[src/ebwd_params.svh]
// constants and field layout of the external bus window decoder
`ifndef EBWD_PARAMS_SVH
`define EBWD_PARAMS_SVH
`define EBWD_AW 24
`define EBWD_DW 16
`define EBWD_NWIN 4
`define EBWD_NSET 5
`define EBWD_INTDATA_LO 24'h008000
`define EBWD_EXTMEM1_LO 24'h010000
`define EBWD_IORSV_LO 24'h200000
`define EBWD_EXTIO_LO 24'h200800
`define EBWD_EXTMEM2_LO 24'h400000
`define EBWD_SEGRSV_LO 24'hbf0000
`define EBWD_FLASH_LO 24'hc00000
`define EBWD_PGRSV_LO 24'hc20000
`define EBWD_PROGRAM_SRAM_LO 24'he00000
`define EBWD_PSRSV_LO 24'he00800
`define EBWD_TRAP_LO 24'hf80000
`define EBWD_FLREG_LO 24'hfff000
`define EBWD_WIN_GRAIN 12
`define EBWD_WR_W 16
`define EBWD_WR_BASE_LSB 4
`define EBWD_WR_SIZE_W 4
`define EBWD_FC_W 3
`define EBWD_FC_MODE_LSB 0
`define EBWD_FC_MODE_W 2
`define EBWD_FC_RDY_BIT 2
`define EBWD_TC_W 4
`define EBWD_SEG_W 7
`define EBWD_SEG_LSB 16
`define EBWD_SEG_MSB 22
`define EBWD_CS_IDLE 4'hf
`define EBWD_OE_NONE 2'h0
`define EBWD_OE_LOW 2'h1
`define EBWD_OE_HIGH 2'h2
`define EBWD_OE_ALL 2'h3
`endif

[src/ebwd_pkg.sv]
// types shared by the window decoder and the bus controller
package ebwd_pkg;
  typedef logic [23:0] ebwd_addr_t;
  typedef enum logic [2:0] {
    REGION_EXTMEM, REGION_EXTIO, REGION_INTDATA, REGION_FLASH,
    REGION_PROGRAM_SRAM, REGION_FLASHREG, REGION_TRAP
  } ebwd_region_e;
  typedef enum logic [1:0] {
    MODE_DEMUX16, MODE_MUX16, MODE_MUX8, MODE_DEMUX8
  } ebwd_mode_e;
endpackage

[src/ebwd_dec_if.sv]
// signals between the bus controller and the window decoder
`timescale 1ns/1ns
`include "ebwd_params.svh"
interface ebwd_dec_if;
  ebwd_pkg::ebwd_addr_t addr;
  logic [`EBWD_NWIN-1:0] winEnable;
  logic [`EBWD_NWIN-1:0][`EBWD_WR_W-1:0] winRange;
  ebwd_pkg::ebwd_region_e region;
  logic [2:0] winIdx;
  modport requester (output addr, winEnable, winRange, input region, winIdx);
  modport decoder (input addr, winEnable, winRange, output region, winIdx);
endinterface // ebwd_dec_if

[src/ebwd_top.sv]
// external bus window decoder and external bus controller
`timescale 1ns/1ns
`include "ebwd_params.svh"
module ebwd_top #(
  parameter logic [7:0] REF_HALF = 8'h01,
  parameter logic [15:0] TRAP_CODE = 16'h0001,
  parameter logic [23:0] FLASHREG_TOP = 24'hfff0ff
) (
  // clock and reset
  input wire logic ref_clk,
  input wire logic rstn,
  // processor request
  input wire logic reqValid,
  input wire logic [`EBWD_AW-1:0] reqAddr,
  input wire logic reqWrite,
  input wire logic reqByte,
  input wire logic reqPeriph,
  input wire logic [`EBWD_DW-1:0] reqWdata,
  output logic reqReady,
  // processor answer
  output logic respValid,
  output logic respTrap,
  output logic [`EBWD_DW-1:0] respRdata,
  // internal memories
  output logic intReqValid,
  output ebwd_pkg::ebwd_region_e intRegion,
  output logic [`EBWD_AW-1:0] intAddr,
  output logic intWrite,
  output logic intByte,
  output logic [`EBWD_DW-1:0] intWdata,
  input wire logic intRespValid,
  input wire logic [`EBWD_DW-1:0] intRdata,
  // internal peripheral bus
  output logic periphSel,
  input wire logic [`EBWD_DW-1:0] periphRdata,
  // configuration
  input wire logic singleChipMode,
  input wire logic [2:0] segLines,
  input wire logic [`EBWD_NWIN-1:0] winEnable,
  input wire logic [`EBWD_NWIN-1:0][`EBWD_WR_W-1:0] winRange,
  input wire logic [`EBWD_NSET-1:0][`EBWD_FC_W-1:0] funcCfg,
  input wire logic [`EBWD_NSET-1:0][`EBWD_TC_W-1:0] timeCfg,
  // status
  output logic [2:0] activeWin,
  output logic ioOrdered,
  // bus pins
  output logic refClkOut,
  output logic ale,
  output logic rdN,
  output logic wrN,
  output logic bheN,
  output logic [3:0] csN,
  input wire logic [`EBWD_DW-1:0] firstPortIn,
  output logic [`EBWD_DW-1:0] firstPortOut,
  output logic [1:0] firstPortOe,
  output logic [`EBWD_DW-1:0] secondPortOut,
  output logic [`EBWD_SEG_W-1:0] segOut,
  input wire logic extReadyN
);
  typedef enum {ST_IDLE, ST_INT, ST_ADDR, ST_ALE, ST_STROBE, ST_HOLD}
    ebwd_state_e;

  function automatic logic [3:0] csFor(input logic [2:0] w);
    logic [3:0] cs;
    cs = `EBWD_CS_IDLE;
    if (w < 3'h4) cs[w[1:0]] = 1'b0;
    return cs;
  endfunction

  function automatic logic [`EBWD_SEG_W-1:0] segMask(input logic [2:0] n);
    logic [7:0] m;
    m = (8'h01 << n) - 8'h01;
    return m[`EBWD_SEG_W-1:0];
  endfunction

  ebwd_state_e state_reg, state_next;
  logic reqReady_reg, respValid_reg, respTrap_reg, intReqValid_reg;
  logic [`EBWD_DW-1:0] respRdata_reg, busRdata_reg;
  logic [`EBWD_AW-1:0] curAddr_reg;
  logic curWrite_reg, curByte_reg, curPeriph_reg, curSingle_reg;
  logic curRdyEn_reg, curPosted_reg, curSecond_reg;
  logic [`EBWD_DW-1:0] curWdata_reg;
  ebwd_pkg::ebwd_region_e curRegion_reg;
  ebwd_pkg::ebwd_mode_e curMode_reg;
  logic [2:0] curWin_reg, activeWin_reg;
  logic [`EBWD_TC_W-1:0] curWaits_reg, waitCnt_reg;
  logic periphSel_reg, ioOrdered_reg;
  logic [7:0] divCnt_reg;
  logic refClk_reg, ale_reg, rdN_reg, wrN_reg, bheN_reg;
  logic [3:0] csN_reg;
  logic [`EBWD_DW-1:0] firstPortOut_reg, secondPortOut_reg;
  logic [1:0] firstPortOe_reg;
  logic [`EBWD_SEG_W-1:0] segOut_reg;
  logic [`EBWD_DW-1:0] portMeta_reg, portSync_reg;
  logic readyMeta_reg, readyNSync_reg;

  ebwd_dec_if decIf();
  assign decIf.addr = reqAddr;
  assign decIf.winEnable = winEnable;
  assign decIf.winRange = winRange;
  ebwd_window_decoder uDec (.dec(decIf));

  // pin inputs pass two flops
  always_ff @(posedge ref_clk or negedge rstn) begin
    if (!rstn) begin
      portMeta_reg <= 16'h0000;
      portSync_reg <= 16'h0000;
      readyMeta_reg <= 1'b0;
      readyNSync_reg <= 1'b0;
    end else begin
      portMeta_reg <= firstPortIn;
      portSync_reg <= portMeta_reg;
      readyMeta_reg <= extReadyN;
      readyNSync_reg <= readyMeta_reg;
    end
  end

  // reference clock output divider; bus changes only on its rising edge
  logic halfTick, riseTick;
  assign halfTick = divCnt_reg == (REF_HALF - 8'h01);
  assign riseTick = halfTick && !refClk_reg;
  always_ff @(posedge ref_clk or negedge rstn) begin
    if (!rstn) begin
      divCnt_reg <= 8'h00;
      refClk_reg <= 1'b0;
    end else if (halfTick) begin
      divCnt_reg <= 8'h00;
      refClk_reg <= !refClk_reg;
    end else begin
      divCnt_reg <= divCnt_reg + 8'h01;
    end
  end

  // request classification
  logic accept, isExt, trapNow, undefReg, intNow, busNow, postNow;
  always_comb begin
    accept = reqValid && reqReady_reg;
    isExt = (decIf.region == ebwd_pkg::REGION_EXTMEM) ||
      (decIf.region == ebwd_pkg::REGION_EXTIO);
    trapNow = !reqPeriph && ((decIf.region == ebwd_pkg::REGION_TRAP) ||
      (isExt && singleChipMode));
    undefReg = !reqPeriph && (decIf.region == ebwd_pkg::REGION_FLASHREG) &&
      (reqAddr > FLASHREG_TOP);
    intNow = !reqPeriph && !trapNow && !undefReg && !isExt;
    busNow = reqPeriph || (isExt && !singleChipMode);
    // external memory writes are posted, I/O writes wait for the bus
    postNow = reqWrite && !reqPeriph &&
      (decIf.region == ebwd_pkg::REGION_EXTMEM);
  end

  logic is8, isMux, splitMore, strobeDone, busLast;
  logic [`EBWD_AW-1:0] busAddr;
  logic [`EBWD_DW-1:0] laneData, src;
  logic [1:0] laneOe;
  always_comb begin
    is8 = (curMode_reg == ebwd_pkg::MODE_MUX8) ||
      (curMode_reg == ebwd_pkg::MODE_DEMUX8);
    isMux = (curMode_reg == ebwd_pkg::MODE_MUX8) ||
      (curMode_reg == ebwd_pkg::MODE_MUX16);
    // word on an 8-bit bus runs as low byte then high byte
    splitMore = is8 && !curByte_reg && !curSecond_reg;
    strobeDone = (waitCnt_reg == 4'h0) && !(curRdyEn_reg && readyNSync_reg);
    busLast = (state_reg == ST_HOLD) && riseTick && !splitMore;
    busAddr = {curAddr_reg[`EBWD_AW-1:1],
      curByte_reg ? curAddr_reg[0] : curSecond_reg};
    src = curPeriph_reg ? periphRdata : portSync_reg;
    if (is8) begin
      laneData = {8'h00, curSecond_reg ? curWdata_reg[15:8] :
        curWdata_reg[7:0]};
      laneOe = `EBWD_OE_LOW;
    end else if (curByte_reg) begin
      laneData = {curWdata_reg[7:0], curWdata_reg[7:0]};
      laneOe = curAddr_reg[0] ? `EBWD_OE_HIGH : `EBWD_OE_LOW;
    end else begin
      laneData = curWdata_reg;
      laneOe = `EBWD_OE_ALL;
    end
  end

  always_comb begin
    state_next = state_reg;
    case (state_reg)
      ST_IDLE: begin
        if (accept && busNow) state_next = ST_ADDR;
        else if (accept && intNow) state_next = ST_INT;
      end
      ST_INT: if (intRespValid) state_next = ST_IDLE;
      ST_ADDR: if (riseTick) state_next = ST_ALE;
      ST_ALE: if (riseTick) state_next = ST_STROBE;
      ST_STROBE: if (riseTick && strobeDone) state_next = ST_HOLD;
      ST_HOLD: if (riseTick) state_next = splitMore ? ST_ADDR : ST_IDLE;
      default: state_next = ST_IDLE;
    endcase
  end

  always_ff @(posedge ref_clk or negedge rstn) begin
    if (!rstn) begin
      state_reg <= ST_IDLE;
      reqReady_reg <= 1'b1;
    end else begin
      state_reg <= state_next;
      reqReady_reg <= state_next == ST_IDLE;
    end
  end

  // access latch; window set chosen per access
  always_ff @(posedge ref_clk or negedge rstn) begin
    if (!rstn) begin
      curAddr_reg <= 24'h000000;
      curWrite_reg <= 1'b0;
      curByte_reg <= 1'b0;
      curWdata_reg <= 16'h0000;
      curRegion_reg <= ebwd_pkg::REGION_EXTMEM;
      curWin_reg <= 3'h0;
      curPeriph_reg <= 1'b0;
      curSingle_reg <= 1'b1;
      curMode_reg <= ebwd_pkg::MODE_DEMUX16;
      curWaits_reg <= 4'h0;
      curRdyEn_reg <= 1'b0;
      curPosted_reg <= 1'b0;
      curSecond_reg <= 1'b0;
    end else if (accept) begin
      curAddr_reg <= reqAddr;
      curWrite_reg <= reqWrite;
      curByte_reg <= reqByte;
      curWdata_reg <= reqWdata;
      curRegion_reg <= decIf.region;
      curWin_reg <= decIf.winIdx;
      curPeriph_reg <= reqPeriph;
      curSingle_reg <= singleChipMode;
      curMode_reg <= ebwd_pkg::ebwd_mode_e'(funcCfg[decIf.winIdx]
        [`EBWD_FC_MODE_LSB +: `EBWD_FC_MODE_W]);
      curWaits_reg <= timeCfg[decIf.winIdx];
      curRdyEn_reg <= funcCfg[decIf.winIdx][`EBWD_FC_RDY_BIT];
      curPosted_reg <= postNow;
      curSecond_reg <= 1'b0;
    end else if ((state_reg == ST_HOLD) && riseTick && splitMore) begin
      curSecond_reg <= 1'b1;
    end
  end

  // wait states counted in reference clock periods
  always_ff @(posedge ref_clk or negedge rstn) begin
    if (!rstn) begin
      waitCnt_reg <= 4'h0;
    end else if (riseTick && (state_reg == ST_ALE)) begin
      waitCnt_reg <= curWaits_reg;
    end else if (riseTick && (state_reg == ST_STROBE) &&
      (waitCnt_reg != 4'h0)) begin
      waitCnt_reg <= waitCnt_reg - 4'h1;
    end
  end

  // bus pins; peripheral bus cycles leave the pins alone
  always_ff @(posedge ref_clk or negedge rstn) begin
    if (!rstn) begin
      ale_reg <= 1'b0;
      rdN_reg <= 1'b1;
      wrN_reg <= 1'b1;
      bheN_reg <= 1'b1;
      csN_reg <= `EBWD_CS_IDLE;
      firstPortOut_reg <= 16'h0000;
      firstPortOe_reg <= `EBWD_OE_NONE;
      secondPortOut_reg <= 16'h0000;
      segOut_reg <= 7'h00;
    end else if (riseTick && !curPeriph_reg) begin
      case (state_reg)
        ST_ADDR: begin
          csN_reg <= csFor(curWin_reg);
          segOut_reg <= busAddr[`EBWD_SEG_MSB:`EBWD_SEG_LSB] &
            segMask(segLines);
          bheN_reg <= is8 || (curByte_reg && !curAddr_reg[0]);
          ale_reg <= 1'b1;
          if (isMux) begin
            firstPortOut_reg <= busAddr[`EBWD_DW-1:0];
            firstPortOe_reg <= `EBWD_OE_ALL;
          end else begin
            secondPortOut_reg <= busAddr[`EBWD_DW-1:0];
          end
        end
        ST_ALE: begin
          ale_reg <= 1'b0;
          if (curWrite_reg) begin
            firstPortOut_reg <= laneData;
            firstPortOe_reg <= laneOe;
            wrN_reg <= 1'b0;
          end else begin
            firstPortOe_reg <= `EBWD_OE_NONE;
            rdN_reg <= 1'b0;
          end
        end
        ST_STROBE: begin
          if (strobeDone) begin
            rdN_reg <= 1'b1;
            wrN_reg <= 1'b1;
          end
        end
        ST_HOLD: begin
          firstPortOe_reg <= `EBWD_OE_NONE;
          if (!splitMore) csN_reg <= `EBWD_CS_IDLE;
        end
        default: begin
        end
      endcase
    end
  end

  // read data gathered lane by lane
  always_ff @(posedge ref_clk or negedge rstn) begin
    if (!rstn) begin
      busRdata_reg <= 16'h0000;
    end else if (riseTick && (state_reg == ST_STROBE) && strobeDone &&
      !curWrite_reg) begin
      if (is8 && curSecond_reg) busRdata_reg[15:8] <= src[7:0];
      else if (is8) busRdata_reg <= {8'h00, src[7:0]};
      else if (curByte_reg)
        busRdata_reg <= {8'h00, curAddr_reg[0] ? src[15:8] : src[7:0]};
      else busRdata_reg <= src;
    end
  end

  always_ff @(posedge ref_clk or negedge rstn) begin
    if (!rstn) begin
      respValid_reg <= 1'b0;
      respTrap_reg <= 1'b0;
      respRdata_reg <= 16'h0000;
    end else begin
      respValid_reg <= 1'b0;
      if (accept && (trapNow || undefReg)) begin
        respValid_reg <= 1'b1;
        respTrap_reg <= trapNow;
        respRdata_reg <= undefReg ? TRAP_CODE : 16'h0000;
      end else if (accept && postNow && busNow) begin
        respValid_reg <= 1'b1;
        respTrap_reg <= 1'b0;
        respRdata_reg <= 16'h0000;
      end else if ((state_reg == ST_INT) && intRespValid) begin
        respValid_reg <= 1'b1;
        respTrap_reg <= 1'b0;
        respRdata_reg <= intRdata;
      end else if (busLast && !curPosted_reg) begin
        respValid_reg <= 1'b1;
        respTrap_reg <= 1'b0;
        respRdata_reg <= curWrite_reg ? 16'h0000 : busRdata_reg;
      end
    end
  end

  always_ff @(posedge ref_clk or negedge rstn) begin
    if (!rstn) begin
      intReqValid_reg <= 1'b0;
      periphSel_reg <= 1'b0;
      ioOrdered_reg <= 1'b0;
      activeWin_reg <= 3'h0;
    end else begin
      intReqValid_reg <= accept && intNow;
      if (accept && busNow) begin
        periphSel_reg <= reqPeriph;
        ioOrdered_reg <= decIf.region == ebwd_pkg::REGION_EXTIO;
        activeWin_reg <= decIf.winIdx;
      end else if (busLast) begin
        periphSel_reg <= 1'b0;
        ioOrdered_reg <= 1'b0;
      end
    end
  end

  assign reqReady = reqReady_reg;
  assign respValid = respValid_reg;
  assign respTrap = respTrap_reg;
  assign respRdata = respRdata_reg;
  assign intReqValid = intReqValid_reg;
  assign intRegion = curRegion_reg;
  assign intAddr = curAddr_reg;
  assign intWrite = curWrite_reg;
  assign intByte = curByte_reg;
  assign intWdata = curWdata_reg;
  assign periphSel = periphSel_reg;
  assign activeWin = activeWin_reg;
  assign ioOrdered = ioOrdered_reg;
  assign refClkOut = refClk_reg;
  assign ale = ale_reg;
  assign rdN = rdN_reg;
  assign wrN = wrN_reg;
  assign bheN = bheN_reg;
  assign csN = csN_reg;
  assign firstPortOut = firstPortOut_reg;
  assign firstPortOe = firstPortOe_reg;
  assign secondPortOut = secondPortOut_reg;
  assign segOut = segOut_reg;

  trap_answer_a: assert property (
    @(posedge ref_clk) disable iff (!rstn)
    accept && !reqPeriph && (decIf.region == ebwd_pkg::REGION_TRAP)
    |=> respValid_reg && respTrap_reg)
    else $error("trap region access not answered with a trap");
  flashreg_code_a: assert property (
    @(posedge ref_clk) disable iff (!rstn)
    accept && undefReg |=> respValid_reg && (respRdata_reg == TRAP_CODE))
    else $error("undefined flash register did not return trap code");
  io_not_posted_a: assert property (
    @(posedge ref_clk) disable iff (!rstn)
    accept && busNow && (decIf.region == ebwd_pkg::REGION_EXTIO)
    |=> !respValid_reg [*2])
    else $error("external io access answered before the bus cycle");
  demux_addr_a: assert property (
    @(posedge ref_clk) disable iff (!rstn)
    (state_reg == ST_STROBE) && !isMux && !curPeriph_reg
    |-> secondPortOut_reg == busAddr[`EBWD_DW-1:0])
    else $error("demultiplexed address missing on second port");
  mux_addr_a: assert property (
    @(posedge ref_clk) disable iff (!rstn)
    $rose(ale_reg) && isMux |-> (firstPortOut_reg == busAddr[`EBWD_DW-1:0])
    && (firstPortOe_reg == `EBWD_OE_ALL))
    else $error("multiplexed address not driven on first port");
  seg_lines_a: assert property (
    @(posedge ref_clk) disable iff (!rstn)
    $rose(ale_reg) |-> (segOut_reg & ~segMask(segLines)) == 7'h00)
    else $error("inactive segment line driven high");
  default_select_a: assert property (
    @(posedge ref_clk) disable iff (!rstn)
    (state_reg == ST_STROBE) && (curWin_reg == 3'h0) && !curPeriph_reg
    |-> !csN_reg[0])
    else $error("default select not active for unmatched access");
  win4_no_pin_a: assert property (
    @(posedge ref_clk) disable iff (!rstn)
    (state_reg != ST_IDLE) && (curWin_reg == 3'h4)
    |-> csN_reg == `EBWD_CS_IDLE)
    else $error("window 4 access drove a select pin");
  ale_on_rise_a: assert property (
    @(posedge ref_clk) disable iff (!rstn)
    $rose(ale_reg) |-> $rose(refClk_reg))
    else $error("address latch not aligned to reference clock rise");
  single_chip_a: assert property (
    @(posedge ref_clk) disable iff (!rstn)
    (csN_reg != `EBWD_CS_IDLE) |-> !curSingle_reg)
    else $error("select asserted in single-chip mode");
endmodule // ebwd_top

[src/ebwd_window_decoder.sv]
// address region and address window decoder
`timescale 1ns/1ns
`include "ebwd_params.svh"
module ebwd_window_decoder (
  // decoder end of the request
  ebwd_dec_if.decoder dec
);
  // descending ladder over the 24-bit space
  function automatic ebwd_pkg::ebwd_region_e regionOf(
    input logic [`EBWD_AW-1:0] a);
    if (a >= `EBWD_FLREG_LO) regionOf = ebwd_pkg::REGION_FLASHREG;
    else if (a >= `EBWD_TRAP_LO) regionOf = ebwd_pkg::REGION_TRAP;
    else if (a >= `EBWD_PSRSV_LO) regionOf = ebwd_pkg::REGION_TRAP;
    else if (a >= `EBWD_PROGRAM_SRAM_LO) regionOf = ebwd_pkg::REGION_PROGRAM_SRAM;
    else if (a >= `EBWD_PGRSV_LO) regionOf = ebwd_pkg::REGION_TRAP;
    else if (a >= `EBWD_FLASH_LO) regionOf = ebwd_pkg::REGION_FLASH;
    else if (a >= `EBWD_SEGRSV_LO) regionOf = ebwd_pkg::REGION_TRAP;
    else if (a >= `EBWD_EXTMEM2_LO) regionOf = ebwd_pkg::REGION_EXTMEM;
    else if (a >= `EBWD_EXTIO_LO) regionOf = ebwd_pkg::REGION_EXTIO;
    else if (a >= `EBWD_IORSV_LO) regionOf = ebwd_pkg::REGION_TRAP;
    else if (a >= `EBWD_EXTMEM1_LO) regionOf = ebwd_pkg::REGION_EXTMEM;
    else if (a >= `EBWD_INTDATA_LO) regionOf = ebwd_pkg::REGION_INTDATA;
    else regionOf = ebwd_pkg::REGION_EXTMEM;
  endfunction

  // window = base in 4 Kbyte grains, size code widens it by powers of two
  function automatic logic winHit(input logic [`EBWD_AW-1:0] a,
    input logic [`EBWD_WR_W-1:0] r);
    logic [11:0] mask;
    mask = 12'hfff << r[`EBWD_WR_SIZE_W-1:0];
    winHit = ((a[`EBWD_AW-1:`EBWD_WIN_GRAIN] ^
      r[`EBWD_WR_W-1:`EBWD_WR_BASE_LSB]) & mask) == 12'h000;
  endfunction

  logic [`EBWD_NWIN-1:0] hits;

  // full 24-bit compare covers segment and page alike
  assign dec.region = regionOf(dec.addr);

  genvar g;
  generate
    for (g = 0; g < `EBWD_NWIN; g++) begin : gHit
      assign hits[g] = dec.winEnable[g] && winHit(dec.addr, dec.winRange[g]);
    end
  endgenerate

  // higher window number overrides, no hit falls back to set 0
  always_comb begin
    dec.winIdx = 3'h0;
    for (int i = 0; i < `EBWD_NWIN; i++) begin
      if (hits[i]) dec.winIdx = 3'(i + 1);
    end
  end
endmodule // ebwd_window_decoder

[config.mk]
export PLATFORM = sky130hd
export DESIGN_NAME = ebwd_top
export DESIGN_NICKNAME = d
export VERILOG_FILES = /design/src/ebwd_pkg.sv /design/src/ebwd_dec_if.sv /design/src/ebwd_top.sv /design/src/ebwd_window_decoder.sv
export VERILOG_INCLUDE_DIRS = /design/src
export SDC_FILE = /design/constraint.sdc
export NUM_CORES = 1
export LEC_CHECK = 0
export ABC_CLOCK_PERIOD_IN_PS = 3300
export BUFFER_PORTS_ARGS = -buffer_cell sky130_fd_sc_hd__buf_4
export CAP_MARGIN = 25
export CORE_UTILIZATION = 40
export CTS_CLUSTER_SIZE = 10
export DETAILED_ROUTE_END_ITERATION = 16
export GPL_ROUTABILITY_DRIVEN = 0
export PLACE_DENSITY = 0.62
export SLEW_MARGIN = 10
export SYNTH_ARGS = -nofsm -noshare
export SYNTH_HDL_FRONTEND = slang
export SYNTH_SLANG_ARGS = --single-unit
[constraint.sdc]
create_clock -name ref_clk -period 3.3 [get_ports ref_clk]
set_input_delay 0.165 -clock ref_clk [delete_from_list [all_inputs] [get_ports ref_clk]]
set_output_delay 0.165 -clock ref_clk [all_outputs]
set_load 0.005 [all_outputs]
==> impl_metrics.json <==
{
  "numCtsBuffers": 27,
  "pin_count": 323,
  "syn_area_sq_um": 10850,
  "vias_per_cell": 5.109,
  "post_synth_main_area_contributors": "dfrtp_1 51%, nand2_1 7.1%, mux2_2 3.6%",
  "period_share_pct": 88.14,
  "cts_tree": "done",
  "pre_cts_ws_ps": 421.0,
  "power_density_nw_per_um2": 442.2,
  "coreArea_sq_um": 26350,
  "start_util_pct": 41.16,
  "antenna_found_initial": 0,
  "vias": 9386,
  "clkSinkCount": 227,
  "die_x_microns": 166.7,
  "diodes": 0,
  "syn_to_final_growth_pct": 39.01,
  "final_cell_mix": "344 x buf_4, 219 x dfrtp_1, 203 x nand2_1",
  "drv_cap": 0,
  "largest_reg_flops": 32,
  "hpwl_mm": 23.80,
  "grt_max_degree": 93,
  "cp_cell_sequence": "dlygate4sd3_1 -> buf_4 -> or4_4 -> or4_1 -> o21ba_1 -> o211ai_1 -> nor2_1 -> or3_1 -> buf_4 -> or2_1",
  "yosysWarnings": 0,
  "drc": 0,
  "hold_violations": 0,
  "ys_types": 70,
  "cp-start-kind": "input pin",
  "grt_pass1_vias": 9562,
  "dieArea_sq_um": 27780,
  "synth-seq-area-share_pct": 52.46,
  "syn_area_per_cell_sq_um": 9.943,
  "cts.htree.levels": 1,
  "max_freq_mhz": 343.8,
  "min_path_type": "input pin to flip-flop",
  "clockRootBuffer": "clkbuf_16",
  "worstMarginPinSlew_ps": 811.0,
  "p_leak_nw": 7.163,
  "wl_mm": 32.66,
  "clk_latency_ps": 530,
  "synth_top_cell_area_share_pct": 50.52,
  "fin_util_pct": 57.22,
  "slowest_stage": "or4_4",
  "drt_iter0_drc": 575,
  "cts_resized": 0,
  "synth_top_area_cell": "dfrtp_1",
  "drive_above_1_share_pct": 29.89,
  "setup_slack_ps": 391.4,
  "wl_per_cell_microns": 17.78,
  "synth_edf_count": 0,
  "fin_crit_ps": 2909,
  "crit_path_max_incr_delay_ps": 580,
  "crit_type": "input pin to flip-flop",
  "skew_ps": 13.73,
  "drtPass1Iterations": 5,
  "rsz0062_at_grt": "no",
  "path_max_fanout": 16,
  "postRouteAntennaNets": 0,
  "vdd.ir_drop.worst_uv": 417.1,
  "crit_top_cell": "buf_4",
  "die_h_microns": 166.7,
  "rows": 59,
  "finalSetupTns_ps": 0,
  "slew_headroom_pct": 45.36,
  "end_kind": "flip-flop",
  "clock_tree.buffer_depth": 3,
  "mostFrequentLayoutCell": "buf_4",
  "cts.reportedPaths.clkPinSlew_ps": 50,
  "crit_required_ps": 3710,
  "syn_inst": 1091,
  "nets": 1692,
  "setup_viol": 0,
  "gr-usage-all-layers_pct": 23.66,
  "grt-ovfl-total": 0,
  "arrival_ps": 3310,
  "synthArstFlopShare_pct": 100.0,
  "grt_pass1_wl_mm": 52.03,
  "status": "complete, no violations",
  "ys_ff_latch": 227,
  "p_total_w": 0.006668,
  "portBuffers": 322,
  "synth_flop_cell": "dfrtp_1",
  "drv_slew": 0
}
cell usage after synthesis, types with 17 or more instances:
master	n
dfrtp_1	219
nand2_1	204
nor2_1	73
a21oi_1	71
o21ai_0	56
clkbuf_1	47
xnor2_1	45
mux2i_1	39
mux2_2	35
buf_4	25
nand3_1	23
nor3_1	21
nor3b_1	18
inv_1	17
path summary, 6_finish.rpt:
check	startpoint	endpoint	slack (ps)	cells past startpoint
max	reqAddr[18]	respValid	390	10
max reg2reg	divCnt_reg[0]	respTrap	750	11
min in group asynchronous	rstn	divCnt_reg[0]	240	2
min reg2reg	portMeta_reg[6]	portSync_reg[6]	340	0
min	intRdata[15]	respRdata[15]	30	3
max in group asynchronous	rstn	intWdata[4]	2100	3
through the flow:
stage / instances / area [sq um] / hold slack [ps]
floorplan: 1119 / 10950 / -130.6
global placement: 1720 / 13590 / 225.4
detailed placement: 1720 / 13590 / 225.5
CTS: 1837 / 15080 / 0.7762
global route: 1837 / 15080 / 20.05
finish: 1837 / 15080 / 29.72
power breakdown:
part           internal [W]  switching (W)  leakage (nW)
combinational      0.000477       0.000447          3.93
sequential          0.00290       0.000104          2.85
clock               0.00164        0.00109         0.387
layout make-up:
cell class,count,area (sq um)
Clock buffer,47,770.7
Tap cell,335,419.2
Inverter,17,63.81
Timing Repair Buffer,415,3318
Fill cell,2322,11270
Sequential cell,227,5690
Multi-Input combinational cell,794,4778
Clock inverter,2,38.79
worst max-delay path, delay by kind of cell:
kind / cells / cell delay [ps]
AO/OA/AOI/OAI: 2 / 440
buffers and inverters: 3 / 920
AND/OR/NAND/NOR: 5 / 1770
routing by layer:
| layer | part of all wire [%] | global-route usage [%] |
|---|---|---|
| met5 | 0 | 0 |
| met3 | 6.0 | 5.038 |
| met2 | 48 | 40.03 |
| met4 | 3.5 | 8.374 |
| met1 | 43 | 29.90 |
kinds of logic (layout without fill, tap and decap cells):
kind of cell	Yosys count	count (layout)	synth area share, %
AO/OA/AOI/OAI	225	225	13.49
XOR/XNOR	59	59	4.764
adder cells (fa/ha/maj)	7	7	0.8073
buffers and inverters	98	481	4.579
flip-flops	227	227	52.46
multiplexers	74	74	7.232
other	1	29	0.03457
AND/OR/NAND/NOR	400	400	16.63
what timing repair did:
| action | in CTS | in global routing |
|---|---|---|
| setup buffers | 0 | 0 |
| hold buffers | 68 | 0 |
| hold endpoints to repair | 157 | 0 |
| setup endpoints to repair | 0 | 0 |
(Power assumes the default switching activity.)
